$ cat src/rtl/pwp_pkg.sv
// Shared constants and types for the page walk protection unit.
package pwp_pkg;

	// Entry bit positions, common to both table levels.
	localparam int ENT_P_BIT   = 0;     // Present.
	localparam int ENT_W_BIT   = 1;     // Writable.
	localparam int ENT_U_BIT   = 2;     // User level page.
	localparam int ENT_CD_BIT  = 4;     // No-cache flag.
	localparam int ENT_A_BIT   = 5;     // Accessed.
	localparam int ENT_D_BIT   = 6;     // Dirty.
	localparam int ENT_PS_BIT  = 7;     // Large (4-Mbyte) page in the top level entry.

	// Virtual and frame field layout.
	localparam int DIR_HI      = 31;    // Top index field.
	localparam int DIR_LO      = 22;
	localparam int PAGE_HI     = 21;    // Page index field.
	localparam int PAGE_LO     = 12;
	localparam int FRAME1_LO   = 22;    // 10-bit frame of a large page.
	localparam int FRAME2_LO   = 12;    // 20-bit frame of a small page or a table.
	localparam logic [1:0] IDX_PAD = 2'h0; // Two zero bits closing an entry address.

	// Register byte offsets on the APB.
	localparam logic [11:0] REG_CTRL     = 12'h000;
	localparam logic [11:0] REG_BASE     = 12'h004;
	localparam logic [11:0] REG_STATUS   = 12'h008;
	localparam logic [11:0] REG_FAULT_VA = 12'h00C;

	// Control register bits.
	localparam int CTRL_TE_BIT = 0;     // translation_enable.
	localparam int CTRL_WG_BIT = 1;     // Supervisor write guard.
	localparam int CTRL_BO_BIT = 2;     // byte_order_select, never applied to table entries.
	localparam logic [2:0] CTRL_RESET = 3'h0;

	// Status register bits.
	localparam int ST_BUSY_BIT  = 0;
	localparam int ST_LOCK_BIT  = 1;
	localparam int ST_FAULT_BIT = 2;
	localparam int ST_KIND_BIT  = 3;

	// Walker states.
	typedef enum logic [2:0] {
		PWP_IDLE,
		PWP_TOP_RD,
		PWP_TOP_LRD,
		PWP_TOP_WR,
		PWP_SEC_RD,
		PWP_SEC_LRD,
		PWP_SEC_WR
	} pwp_state_e;

endpackage

$ cat src/rtl/pwp_entry_check.sv
// Protection check of one fetched table entry against the access in hand.
`timescale 1ns/1ps
module pwp_entry_check
(
	input  wire logic [31:0] entry_in,        // Entry as fetched, little-endian.
	input  wire logic        is_write_in,     // Access is a write.
	input  wire logic        user_in,         // Processor runs at user level.
	input  wire logic        guard_in,        // Supervisor write guard.
	input  wire logic        locked_seq_in,   // Miss arose inside a locked sequence.
	output logic             fault_out        // Entry refuses the access.
);

	// Each level is checked on its own, so a small page faults on whichever level is stricter.
	always_comb
	begin
		fault_out = 1'b0;
		if (!entry_in[pwp_pkg::ENT_P_BIT])
		begin
			// Nothing else of a non-present entry is meaningful.
			fault_out = 1'b1;
		end
		else
		begin
			if (is_write_in && !entry_in[pwp_pkg::ENT_W_BIT] && (user_in || guard_in))
				fault_out = 1'b1;
			if (!entry_in[pwp_pkg::ENT_U_BIT] && user_in)
				fault_out = 1'b1;
			// A nested lock for the accessed update is refused with a fault instead.
			if (!entry_in[pwp_pkg::ENT_A_BIT] && locked_seq_in)
				fault_out = 1'b1;
		end
	end

endmodule

$ cat src/rtl/pwp_walker.sv
// Two-level page walker with protection checks, APB control and a memory master port.
//
// Notes on behaviour
// No-cache flag set forbids caching the page.
// Large page uses top flag, small uses second.
// Set accessed flag before use, both levels.
// Hold bus lock across accessed read-modify-write.
// Small page protection is the stricter level.
// Walk starts at base, top index, zeros.
// Top entry not present gives access fault.
// Write to read-only page faults under guard.
// Supervisor page at user level faults.
// Accessed clear inside locked sequence faults.
// Large page write with dirty clear faults.
// Accessed clear: lock, re-read, recheck, write back.
// Large page address is frame then offset.
// Small page: lock if needed, fetch second entry.
// Second entry gets the same checks.
// Small page write with second dirty clear faults.
// Both accessed already set: skip locked updates.
// Otherwise lock, refetch, set accessed, write back.
// Small page address is frame then offset.
// Entry reads bypass the data cache.
// Entries are always read little-endian.
// Software presets accessed for trap handler pages.
// Any fault stops the walk, no address.
`timescale 1ns/1ps
module pwp_walker
(
	input  wire logic        ref_clk_in,        // Core clock.
	input  wire logic        reset_n_in,        // Synchronous reset, active low.
	input  wire logic        ce_in,             // Clock enable, freezes all state when low.
	// APB slave.
	input  wire logic        psel_in,
	input  wire logic        penable_in,
	input  wire logic        pwrite_in,
	input  wire logic [31:0] paddr_in,
	input  wire logic [31:0] pwdata_in,
	output logic      [31:0] prdata_out,
	output logic             pready_out,
	output logic             pslverr_out,
	// Translation request from the core.
	input  wire logic        req_valid_in,      // One-cycle request, taken while busy is low.
	input  wire logic [31:0] req_vaddr_in,      // Virtual address.
	input  wire logic        req_write_in,      // Write access.
	input  wire logic        req_instr_in,      // Instruction fetch.
	input  wire logic        req_user_in,       // Processor state word shows user level.
	input  wire logic        req_locked_in,     // Miss arose inside a locked sequence.
	output logic             busy_out,          // Walk in progress.
	output logic             done_out,          // One-cycle answer.
	output logic      [31:0] paddr_out,         // Physical address, zero on a fault.
	output logic             no_cache_out,      // Page may not be cached.
	output logic             fault_out,         // Access fault with this answer.
	output logic             fault_instr_out,   // Fault is an instruction-access fault.
	output logic      [31:0] fault_vaddr_out,   // Virtual address that faulted.
	// Memory master for table entries.
	output logic             mem_req_out,       // Held until acknowledged.
	output logic             mem_we_out,        // Write of an entry.
	output logic      [31:0] mem_addr_out,
	output logic      [31:0] mem_wdata_out,
	output logic             mem_uncached_out,  // Bypass the data cache.
	output logic             mem_lock_out,      // Bus lock.
	input  wire logic [31:0] mem_rdata_in,      // Entry, byte 0 in bits 7:0.
	input  wire logic        mem_ack_in         // Transfer completes at this edge.
);

	// Walker state.
	pwp_pkg::pwp_state_e state_r, state_nxt;
	logic        lock_r, lock_nxt;            // Bus lock held by the walker.
	logic        mreq_r, mreq_nxt;
	logic        mwe_r, mwe_nxt;
	logic [31:0] maddr_r, maddr_nxt;
	logic [31:0] mwdata_r, mwdata_nxt;
	logic [31:0] va_r, va_nxt;                // Latched access.
	logic        wr_r, wr_nxt;
	logic        instr_r, instr_nxt;
	logic        user_r, user_nxt;
	logic        lseq_r, lseq_nxt;
	logic [31:0] pde_r, pde_nxt;              // Top level entry as last read.
	logic        pde_a0_r, pde_a0_nxt;        // Top accessed flag was clear at walk start.
	logic        done_r, done_nxt;
	logic        busy_r, busy_nxt;            // Walk in progress, registered so the output is a flop.
	logic        fault_r, fault_nxt;
	logic        fkind_r, fkind_nxt;
	logic [31:0] paddr_r, paddr_nxt;
	logic        nc_r, nc_nxt;
	logic [31:0] fva_r, fva_nxt;

	// Register file.
	logic [2:0]  ctrl_r, ctrl_nxt;
	logic [19:0] base_r, base_nxt;
	logic [31:0] prdata_r, prdata_nxt;
	logic        pready_r, pready_nxt;
	logic        pslverr_r, pslverr_nxt;

	// Entry check wiring.
	logic [31:0] entry;                       // Fetched entry, taken as little-endian.
	logic        chk_locked;                  // Locked-sequence check applies to this read.
	logic        chk_fault;
	logic        mem_done;                    // Memory transfer completes this edge.

	// Entries are used byte for byte; the data byte order setting never touches them.
	assign entry      = mem_rdata_in;
	assign chk_locked = lseq_r && (state_r == pwp_pkg::PWP_TOP_RD || state_r == pwp_pkg::PWP_SEC_RD);
	assign mem_done   = mreq_r && mem_ack_in;

	pwp_entry_check u_check
	(
		.entry_in      (entry),
		.is_write_in   (wr_r),
		.user_in       (user_r),
		.guard_in      (ctrl_r[pwp_pkg::CTRL_WG_BIT]),
		.locked_seq_in (chk_locked),
		.fault_out     (chk_fault)
	);

	// Walk sequencing: every entry access is one held memory request.
	always_comb
	begin
		state_nxt  = state_r;
		lock_nxt   = lock_r;
		mreq_nxt   = mreq_r;
		mwe_nxt    = mwe_r;
		maddr_nxt  = maddr_r;
		mwdata_nxt = mwdata_r;
		va_nxt     = va_r;
		wr_nxt     = wr_r;
		instr_nxt  = instr_r;
		user_nxt   = user_r;
		lseq_nxt   = lseq_r;
		pde_nxt    = pde_r;
		pde_a0_nxt = pde_a0_r;
		done_nxt   = 1'b0;
		fault_nxt  = fault_r;
		fkind_nxt  = fkind_r;
		paddr_nxt  = paddr_r;
		nc_nxt     = nc_r;
		fva_nxt    = fva_r;
		if (mem_done)
			mreq_nxt = 1'b0;
		unique case (state_r)
			pwp_pkg::PWP_IDLE:
			begin
				if (req_valid_in)
				begin
					va_nxt    = req_vaddr_in;
					wr_nxt    = req_write_in;
					instr_nxt = req_instr_in;
					user_nxt  = req_user_in;
					lseq_nxt  = req_locked_in;
					if (ctrl_r[pwp_pkg::CTRL_TE_BIT])
					begin
						// First read: base, top index and two zero bits.
						maddr_nxt = {base_r, req_vaddr_in[pwp_pkg::DIR_HI:pwp_pkg::DIR_LO], pwp_pkg::IDX_PAD};
						mwe_nxt   = 1'b0;
						mreq_nxt  = 1'b1;
						state_nxt = pwp_pkg::PWP_TOP_RD;
					end
					else
					begin
						// Translation off: identity answer, cacheable.
						done_nxt  = 1'b1;
						fault_nxt = 1'b0;
						paddr_nxt = req_vaddr_in;
						nc_nxt    = 1'b0;
					end
				end
			end
			pwp_pkg::PWP_TOP_RD:
			begin
				if (mem_done)
				begin
					pde_nxt    = entry;
					pde_a0_nxt = !entry[pwp_pkg::ENT_A_BIT];
					if (chk_fault || (entry[pwp_pkg::ENT_P_BIT] && entry[pwp_pkg::ENT_PS_BIT]
						&& wr_r && !entry[pwp_pkg::ENT_D_BIT]))
					begin
						state_nxt = pwp_pkg::PWP_IDLE;
						done_nxt  = 1'b1;
						fault_nxt = 1'b1;
						fkind_nxt = instr_r;
						paddr_nxt = '0;
						fva_nxt   = va_r;
					end
					else if (!entry[pwp_pkg::ENT_A_BIT])
					begin
						// Locked re-read before setting the accessed flag.
						lock_nxt  = 1'b1;
						mreq_nxt  = 1'b1;
						state_nxt = pwp_pkg::PWP_TOP_LRD;
					end
					else if (entry[pwp_pkg::ENT_PS_BIT])
					begin
						state_nxt = pwp_pkg::PWP_IDLE;
						done_nxt  = 1'b1;
						fault_nxt = 1'b0;
						paddr_nxt = {entry[31:pwp_pkg::FRAME1_LO], va_r[pwp_pkg::FRAME1_LO-1:0]};
						nc_nxt    = entry[pwp_pkg::ENT_CD_BIT];
					end
					else
					begin
						maddr_nxt = {entry[31:pwp_pkg::FRAME2_LO], va_r[pwp_pkg::PAGE_HI:pwp_pkg::PAGE_LO],
							pwp_pkg::IDX_PAD};
						mreq_nxt  = 1'b1;
						state_nxt = pwp_pkg::PWP_SEC_RD;
					end
				end
			end
			pwp_pkg::PWP_TOP_LRD, pwp_pkg::PWP_SEC_LRD:
			begin
				if (mem_done)
				begin
					if (chk_fault)
					begin
						// The walker's own lock is dropped; a core-held lock is not ours to touch.
						lock_nxt  = 1'b0;
						state_nxt = pwp_pkg::PWP_IDLE;
						done_nxt  = 1'b1;
						fault_nxt = 1'b1;
						fkind_nxt = instr_r;
						paddr_nxt = '0;
						fva_nxt   = va_r;
					end
					else
					begin
						if (state_r == pwp_pkg::PWP_TOP_LRD)
							pde_nxt = entry;
						mwdata_nxt = entry | (32'h1 << pwp_pkg::ENT_A_BIT);
						mwe_nxt    = 1'b1;
						mreq_nxt   = 1'b1;
						state_nxt  = (state_r == pwp_pkg::PWP_TOP_LRD) ? pwp_pkg::PWP_TOP_WR : pwp_pkg::PWP_SEC_WR;
					end
				end
			end
			pwp_pkg::PWP_TOP_WR:
			begin
				if (mem_done)
				begin
					mwe_nxt = 1'b0;
					if (pde_r[pwp_pkg::ENT_PS_BIT])
					begin
						lock_nxt  = 1'b0;
						state_nxt = pwp_pkg::PWP_IDLE;
						done_nxt  = 1'b1;
						fault_nxt = 1'b0;
						paddr_nxt = {pde_r[31:pwp_pkg::FRAME1_LO], va_r[pwp_pkg::FRAME1_LO-1:0]};
						nc_nxt    = pde_r[pwp_pkg::ENT_CD_BIT];
					end
					else
					begin
						// The accessed flag was clear at start, so the lock stays asserted for the table.
						lock_nxt  = 1'b1;
						maddr_nxt = {pde_r[31:pwp_pkg::FRAME2_LO], va_r[pwp_pkg::PAGE_HI:pwp_pkg::PAGE_LO],
							pwp_pkg::IDX_PAD};
						mreq_nxt  = 1'b1;
						state_nxt = pwp_pkg::PWP_SEC_RD;
					end
				end
			end
			pwp_pkg::PWP_SEC_RD:
			begin
				if (mem_done)
				begin
					if (chk_fault || (wr_r && !entry[pwp_pkg::ENT_D_BIT]))
					begin
						lock_nxt  = 1'b0;
						state_nxt = pwp_pkg::PWP_IDLE;
						done_nxt  = 1'b1;
						fault_nxt = 1'b1;
						fkind_nxt = instr_r;
						paddr_nxt = '0;
						fva_nxt   = va_r;
					end
					else if (!pde_a0_r && entry[pwp_pkg::ENT_A_BIT])
					begin
						// Both accessed flags already set: no locked traffic at all.
						state_nxt = pwp_pkg::PWP_IDLE;
						done_nxt  = 1'b1;
						fault_nxt = 1'b0;
						paddr_nxt = {entry[31:pwp_pkg::FRAME2_LO], va_r[pwp_pkg::FRAME2_LO-1:0]};
						nc_nxt    = entry[pwp_pkg::ENT_CD_BIT];
					end
					else if (lock_r)
					begin
						// Already locked: this read is the locked one, write it back now.
						mwdata_nxt = entry | (32'h1 << pwp_pkg::ENT_A_BIT);
						mwe_nxt    = 1'b1;
						mreq_nxt   = 1'b1;
						state_nxt  = pwp_pkg::PWP_SEC_WR;
					end
					else
					begin
						lock_nxt  = 1'b1;
						mreq_nxt  = 1'b1;
						state_nxt = pwp_pkg::PWP_SEC_LRD;
					end
				end
			end
			pwp_pkg::PWP_SEC_WR:
			begin
				if (mem_done)
				begin
					mwe_nxt   = 1'b0;
					lock_nxt  = 1'b0;
					state_nxt = pwp_pkg::PWP_IDLE;
					done_nxt  = 1'b1;
					fault_nxt = 1'b0;
					paddr_nxt = {mwdata_r[31:pwp_pkg::FRAME2_LO], va_r[pwp_pkg::FRAME2_LO-1:0]};
					nc_nxt    = mwdata_r[pwp_pkg::ENT_CD_BIT];
				end
			end
		endcase
		// Busy follows the state that the next edge will hold.
		busy_nxt = (state_nxt != pwp_pkg::PWP_IDLE);
	end

	// APB slave: one wait state, then a one-cycle ready.
	always_comb
	begin
		ctrl_nxt    = ctrl_r;
		base_nxt    = base_r;
		prdata_nxt  = prdata_r;
		pready_nxt  = 1'b0;
		pslverr_nxt = 1'b0;
		if (psel_in && penable_in && !pready_r)
		begin
			pready_nxt = 1'b1;
			prdata_nxt = '0;
			unique case (paddr_in[11:0])
				pwp_pkg::REG_CTRL:
				begin
					if (pwrite_in)
						ctrl_nxt = pwdata_in[2:0];
					prdata_nxt[2:0] = ctrl_r;
				end
				pwp_pkg::REG_BASE:
				begin
					if (pwrite_in)
						base_nxt = pwdata_in[31:pwp_pkg::FRAME2_LO];
					prdata_nxt[31:pwp_pkg::FRAME2_LO] = base_r;
				end
				pwp_pkg::REG_STATUS:
				begin
					prdata_nxt[pwp_pkg::ST_BUSY_BIT]  = (state_r != pwp_pkg::PWP_IDLE);
					prdata_nxt[pwp_pkg::ST_LOCK_BIT]  = lock_r;
					prdata_nxt[pwp_pkg::ST_FAULT_BIT] = fault_r;
					prdata_nxt[pwp_pkg::ST_KIND_BIT]  = fkind_r;
				end
				pwp_pkg::REG_FAULT_VA:
					prdata_nxt = fva_r;
				default:
					pslverr_nxt = 1'b1;
			endcase
			// A stray high address bit refuses the whole transfer, so no register is touched.
			if (paddr_in[31:12] != 20'h00000)
			begin
				pslverr_nxt = 1'b1;
				prdata_nxt  = '0;
				ctrl_nxt    = ctrl_r;
				base_nxt    = base_r;
			end
		end
	end

	// All state registers; held while the clock enable is low.
	always_ff @(posedge ref_clk_in)
	begin
		if (!reset_n_in)
		begin
			state_r   <= pwp_pkg::PWP_IDLE;
			lock_r    <= 1'b0;
			mreq_r    <= 1'b0;
			mwe_r     <= 1'b0;
			maddr_r   <= '0;
			mwdata_r  <= '0;
			va_r      <= '0;
			wr_r      <= 1'b0;
			instr_r   <= 1'b0;
			user_r    <= 1'b0;
			lseq_r    <= 1'b0;
			pde_r     <= '0;
			pde_a0_r  <= 1'b0;
			done_r    <= 1'b0;
			busy_r    <= 1'b0;
			fault_r   <= 1'b0;
			fkind_r   <= 1'b0;
			paddr_r   <= '0;
			nc_r      <= 1'b0;
			fva_r     <= '0;
			ctrl_r    <= pwp_pkg::CTRL_RESET;
			base_r    <= '0;
			prdata_r  <= '0;
			pready_r  <= 1'b0;
			pslverr_r <= 1'b0;
		end
		else if (ce_in)
		begin
			state_r   <= state_nxt;
			lock_r    <= lock_nxt;
			mreq_r    <= mreq_nxt;
			mwe_r     <= mwe_nxt;
			maddr_r   <= maddr_nxt;
			mwdata_r  <= mwdata_nxt;
			va_r      <= va_nxt;
			wr_r      <= wr_nxt;
			instr_r   <= instr_nxt;
			user_r    <= user_nxt;
			lseq_r    <= lseq_nxt;
			pde_r     <= pde_nxt;
			pde_a0_r  <= pde_a0_nxt;
			done_r    <= done_nxt;
			busy_r    <= busy_nxt;
			fault_r   <= fault_nxt;
			fkind_r   <= fkind_nxt;
			paddr_r   <= paddr_nxt;
			nc_r      <= nc_nxt;
			fva_r     <= fva_nxt;
			ctrl_r    <= ctrl_nxt;
			base_r    <= base_nxt;
			prdata_r  <= prdata_nxt;
			pready_r  <= pready_nxt;
			pslverr_r <= pslverr_nxt;
		end
	end

	// Outputs come straight from flip-flops, except the uncached flag, which is tied high.
	assign prdata_out       = prdata_r;
	assign pready_out       = pready_r;
	assign pslverr_out      = pslverr_r;
	assign busy_out         = busy_r;
	assign done_out         = done_r;
	assign paddr_out        = paddr_r;
	assign no_cache_out     = nc_r;
	assign fault_out        = fault_r;
	assign fault_instr_out  = fkind_r;
	assign fault_vaddr_out  = fva_r;
	assign mem_req_out      = mreq_r;
	assign mem_we_out       = mwe_r;
	assign mem_addr_out     = maddr_r;
	assign mem_wdata_out    = mwdata_r;
	assign mem_uncached_out = 1'b1;
	assign mem_lock_out     = lock_r;
endmodule

$ cat config.mk
export PLATFORM = sky130hd
export DESIGN_NAME = pwp_walker
export DESIGN_NICKNAME = d
export VERILOG_FILES = /design/src/rtl/pwp_pkg.sv /design/src/rtl/pwp_entry_check.sv /design/src/rtl/pwp_walker.sv
export SDC_FILE = /design/constraint.sdc
export NUM_CORES = 1
export LEC_CHECK = 0
export ABC_CLOCK_PERIOD_IN_PS = 2300
export BUFFER_PORTS_ARGS = -buffer_cell sky130_fd_sc_hd__buf_4
export CAP_MARGIN = 20
export CORE_MARGIN = 2
export CORE_UTILIZATION = 48
export DETAILED_ROUTE_END_ITERATION = 16
export GPL_ROUTABILITY_DRIVEN = 0
export GPL_TIMING_DRIVEN = 1
export PLACE_DENSITY = 0.77
export SYNTH_ARGS = -nofsm -noshare
export SYNTH_HDL_FRONTEND = slang
export SYNTH_SLANG_ARGS = --single-unit
$ cat constraint.sdc
create_clock -name ref_clk_in -period 2.3 [get_ports ref_clk_in]
set_input_delay 0.69 -clock ref_clk_in [delete_from_list [all_inputs] [get_ports ref_clk_in]]
set_output_delay 0.69 -clock ref_clk_in [all_outputs]
set_load 0.02 [all_outputs]
==> impl_metrics.toml, run 1 <==
[routing]
via_count = 11600
drc = 0
first_pass_iters = 7
drtAntennaViolNets = 0
wl_um = 39100
viasPerCell = 5.73
drt_iter0_drc = 1612
post_drt_wl_per_cell_um = 19.3

[setup_path]
rr_worst_depth = 10
critPathMaxStageDelay_ps = 370
cp-start-kind = "flip-flop"
cpMaxStageDelayCell = "dfxtp_4"
worstPathRequired_ps = 2770
critical_path.endpoint_type = "flip-flop"
worstPathArrival_ps = 2790
path_max_fanout = 11
criticalPathCategory = "reg2reg"
cp_cell_sequence = "buf_8 -> nand2b_4 -> a211o_4 -> a311oi_4 -> buf_4 -> nor3_1 -> nor2_4 -> buf_12 -> clkbuf_16 -> mux2i_1"

[clocking]
htree_levels = 1
cts_tree = "built"
clock_sinks = 253
worstSkewPairLatency_ps = 540
root_buffer = "clkbuf_16"
clockBufferDepth = 3
cts.clk_slew.worst_paths_ps = 60
cts_hold_buf = 0
cts_buffers = 27

[power]
power_leakage_uw = 0.00638
vdd_drop_max_mv = 0.634
power_density_nw_per_um2 = 630

[cells_and_area]
final_nets = 1828
fin_util = 0.679
syn_to_final_growth_pct = 39.0
instances_no_fill = 2026
final_layout_size_suffix_gt1_frac = 0.312
diodes = 0

[floorplan]
std_cell_rows = 56
die_width_um = 158
start_util = 0.489
die_h_um = 158
pin_count = 311
fp.dieArea_um2 = 25100
core_area_um2 = 23400

[logic_synthesis]
synth-seq-area-share = 0.443
synth_common_cells = "253 x dfxtp_1, 247 x nand2_1, 116 x nor2_1"
synth_most_common_cell = "dfxtp_1"
yosysTopAreaCell = "dfxtp_1"
synthTopCellsByArea = "dfxtp_1 44%, nand2_1 8.1%, mux2i_1 8.0%"
synth-async-reset-ratio = 0
synth-main-ff-cell = "dfxtp_1"
syn_area_um2 = 11400
syn_inst = 1351
synth_top_area_share = 0.443
synth_edf_count = 0
ys_ff_latch = 253
yosysWarnings = 0
synthDistinctLibCells = 65
synth_area_per_cell_um2 = 8.47

[sta]
hold_slack_ps = 389
slew_headroom = 0.641
min_period_over_period = 1.01
setup_slack_ps = -23.2
fin_skew_ps = 16.0
drv_slew = 0
rsz0062_at_grt = "true"
fmax_mhz = 430
worst_pin_slew_ps = 538
setup_violations = 2
finalHoldViolations = 0
fin_crit_ps = 2320

[grt]
grt_use_total = 0.292
grt_pass1_wl_um = 57600
grt_max_degree = 61
grt-ovfl-total = 0
grt_pass1_vias = 10700
antenna_found_initial = 0

[flow_run]
maxCapViolCount = 0

[place]
post-place-ws_ps = -390
port_buffers = 298
dp.cells = 1967
hpwl_um = 28500

[outcome]
status = "complete, but fails checks"
violations = "setup timing"

[min_path]
holdPathStages = 3
hp-class = "in2reg"
## state kept, by name (all words and copies together) (netlist names), 3 cells and up
signal,cells
va_r,32
prdata_out,32
mem_wdata_out,32
state_r,3
mem_addr_out,30
base_r,20
paddr_out,32
fault_vaddr_out,32
pde_r,22
ctrl_r,3
## worst paths after layout
check / startpoint / to / slack (ps)
max: state_r[0]$_SDFFE_PN0P_ / fault_vaddr_out[14]$_SDFFE_PN0P_ / -20
min: pwdata_in[2] / ctrl_r[2]$_SDFFE_PN0P_ / 390
max reg2reg: state_r[0]$_SDFFE_PN0P_ / fault_vaddr_out[14]$_SDFFE_PN0P_ / -20
min reg2reg: paddr_out[18]$_SDFFE_PN0P_ / paddr_out[18]$_SDFFE_PN0P_ / 450
## stage by stage
step                      power, µW  instance area, µm²  TNS (ps)
after floorplan                5090               11500     -2980
after global placement         5580               14700    -29950
after detailed placement       5600               14700    -34320
after CTS                     10100               15700         0
after global routing          10300               15900      -595
final                         10000               15900     -38.3
## where the power goes
group / internal (µW) / leakage (µW) / total [µW] / switching, µW
clock: 2690 / 0.000449 / 4490 / 1800
combinational: 440 / 0.00388 / 990 / 550
sequential: 4470 / 0.00205 / 4540 / 72.0
## worst max-delay path, delay by kind of cell (launching register included)
kind | cells | cell delay (ps)
AO/OA/AOI/OAI | 2 | 660
buffers and inverters | 4 | 650
AND/OR/NAND/NOR | 3 | 380
flip-flops | 1 | 370
multiplexers | 1 | 190
## metal layers
metal  up-vias  part of all wire  wire length [µm]  track usage
met5         -                 0                 0            0
met4         0             0.040              1580        0.106
met3        98             0.094              3670       0.0645
met2       608              0.45             17600        0.458
met1      5424              0.41             16200        0.396
li1       5486                 -                 -            -
## layout make-up
class	count	area (µm²)
timing repair buffer	428	3570
sequential	253	5070
fill	1942	7500
tap	319	399
multi-input combinational	941	5800
clock inverter	12	146
clock buffer	38	777
inverter	35	136
## layout by cell type, fill, tap and decap left out, types with 5 or more instances in the layout
cell type and n:
nor2_2 11, o21ai_0 58, nand3_1 46, a21oi_1 110
o211a_1 21, clkbuf_1 5, clkbuf_16 30, nand3b_1 5
buf_4 398, mux2i_1 91, nor2b_1 5, inv_1 34
dfxtp_1 248, nand2b_1 18, nor3_1 6, a211o_1 11
nand2_1 247, buf_12 23, nand4_1 6, nor4_1 8
clkbuf_8 6, and3_1 6, o31ai_1 12, a22oi_1 21
a221oi_1 19, o221ai_1 22, a222oi_1 21, clkinv_2 5
a311oi_2 10, nor2_1 105
## logic make-up after synthesis
| group | after synthesis | share of synthesized area |
|---|---|---|
| flip-flops | 253 | 0.443 |
| multiplexers | 94 | 0.0826 |
| buffers and inverters | 158 | 0.0630 |
| adder cells (fa/ha/maj) | 2 | 0.00219 |
| AND/OR/NAND/NOR | 489 | 0.189 |
| other | 2 | 0.000657 |
| AO/OA/AOI/OAI | 353 | 0.220 |
## repair_timing
action | CTS | global route
buffers inserted | 0 | 6
gates resized for setup | 6 | 22
cloned | 0 | 3
endpoints found under the setup margin | 72 | 57
pin swaps | 0 | 7
Power figures use the tool's default switching activity.
==> inputs of run 2 (changes only) <==
Settings changed: CORE_MARGIN 2 to 10.
==> impl_metrics.toml, run 2 (synthesis gave the netlist of run 1 again) <==
[floorplan]
die_h_um = 174
fp.dieArea_um2 = 30400
std_cell_rows = 56
start_util = 0.487
core_area_um2 = 23500
die_width_um = 174
pin_count = 311

[clocking]
clock_sinks = 253
worstSkewPairLatency_ps = 550
clockBufferDepth = 3
cts_tree = "built"
cts.clk_slew.worst_paths_ps = 60
htree_levels = 1
root_buffer = "clkbuf_16"
cts_buffers = 28

[power]
total_power_uw = 9800
p_clk_frac = 0.436
p_sw_frac = 0.245
p_int_uw = 7400
comb_power_share = 0.101
p_seq_frac = 0.463
power_density_nw_per_um2 = 626
power_leakage_uw = 0.00627
vdd_drop_max_mv = 0.542
switchingPower_uw = 2400

[place]
port_buffers = 298
dp.cells = 1962
hpwl_um = 30800
post-place-ws_ps = -350

[setup_path]
cp-start-kind = "flip-flop"
criticalPathCategory = "reg2reg"
rr_worst_depth = 9
worstPathArrival_ps = 2720
worstPathRequired_ps = 2770
critical_path.endpoint_type = "flip-flop"
crit_path_start = "state_r[0]$_SDFFE_PN0P_"
reg2reg_from = "state_r[0]$_SDFFE_PN0P_"
r2r-end = "fault_vaddr_out[22]$_SDFFE_PN0P_"
path_max_fanout = 11
r2r_setup_slack_ps = 50
crit_end = "fault_vaddr_out[22]$_SDFFE_PN0P_"

[routing]
drc = 0
viasPerCell = 5.74
first_pass_iters = 6
post_drt_wl_per_cell_um = 20.6
drtAntennaViolNets = 0
drt_iter0_drc = 1608
wl_um = 41600
via_count = 11600

[grt]
grt_pass1_vias = 11100
grt-ovfl-total = 0
grt_use_total = 0.255
antenna_found_initial = 2
grt_max_degree = 54
grt_pass1_wl_um = 63400

[sta]
drv_slew = 0
rsz0062_at_grt = "false"
fmax_mhz = 445
finalHoldViolations = 0
fin_skew_ps = 19.3
worst_pin_slew_ps = 557
setup_slack_ps = 51.2
fin_crit_ps = 2250
setup_violations = 0
slew_headroom = 0.627
min_period_over_period = 0.978

[cells_and_area]
final_common_cell = "buf_4"
final_layout_size_suffix_gt1_frac = 0.299
final_cell_mix = "393 x buf_4, 250 x dfxtp_1, 247 x nand2_1"
syn_to_final_growth_pct = 37.0
instances_no_fill = 2016
final_nets = 1818

[outcome]
status = "finished clean"

[min_path]
hp-class = "in2reg"

[flow_run]
maxCapViolCount = 0
[run 2: cell types whose count changed in the layout (fill, tap and decap cells not counted), moves of 3 or more]
cell and change:
buf_4 -5, a21oi_1 +4, a21oi_2 -4, a221oi_1 +4, a221oi_2 -4, buf_12 -4
clkbuf_1 +4, bufinv_16 -3, clkinv_2 -3, dfxtp_2 -3
[run 2: cell type report]
type | count | area (µm²)
Fill cell | 1895 | 7800
Antenna cell | 2 | 5.00
Inverter | 35 | 136
Timing Repair Buffer | 417 | 3410
Clock inverter | 4 | 33.8
Clock buffer | 45 | 845
Multi-Input combinational cell | 941 | 5760
Sequential cell | 253 | 5070
Tap cell | 319 | 399
[run 2: timing repair]
item | CTS | global route
cloned | 0 | 2
endpoints found under the setup margin | 66 | 80
buffers inserted | 0 | 1
hold buffers | 0 | 0
pin swaps | 1 | 4
resized for setup | 4 | 16
[run 2: layer usage]
layer  share of wire  global-route usage  wire, µm  up-vias
met2            0.45               0.397     18500      613
met3           0.090              0.0455      3730       77
met4           0.034              0.0965      1400        0
met1            0.43               0.345     17900     5416
li1                -                   -         -     5465
met5               0                   0         0        -
[run 2: stage by stage]
stage          instance area [µm²]  setup TNS, ps  utilization  hold slack (ps)
2_1_floorplan                11500          -2980            -              436
3_3_place_gp                 14700         -36150        0.624              440
3_5_place_dp                 14700         -41410        0.624              446
4_1_cts                      15500              0        0.662              372
5_1_grt                      15700              0        0.668              397
6_report                     15700              0        0.668              391
[run 2: worst min-delay path by stage]
stage / endpoint / start / depth (start not counted) / slack, ps
final: mem_wdata_out[8]$_SDFFE_PN0P_ / mem_rdata_in[8] / 3 / 390
after global routing: va_r[18]$_SDFFE_PN0P_ / req_vaddr_in[18] / 3 / 400
after CTS: mem_wdata_out[8]$_SDFFE_PN0P_ / mem_rdata_in[8] / 3 / 370
after detailed placement: paddr_out[18]$_SDFFE_PN0P_ / paddr_out[18]$_SDFFE_PN0P_ / 2 / 450
after global placement: paddr_out[18]$_SDFFE_PN0P_ / paddr_out[18]$_SDFFE_PN0P_ / 2 / 440
after floorplan: pde_r[12]$_SDFFE_PN0P_ / pde_r[12]$_SDFFE_PN0P_ / 2 / 440
[run 2: worst max-delay path, stage by stage, from the launching register on]
cell      delay (ps)
dfxtp_2          350
buf_6            150
nand2b_4         140
a211o_4          360
a311oi_4         410
nor3_2           130
nor2_4           140
buf_12           130
buf_12           150
mux2i_2          210
[run 2: power by group through the flow]
stage               Combinational [µW]  Clock (µW)  Sequential [µW]
finish                             986        4270             4540
global route                      1060        4520             4550
CTS                                959        4340             4540
detailed placement                 954           0             4640
global placement                   941           0             4640
floorplan                          398           0             4690
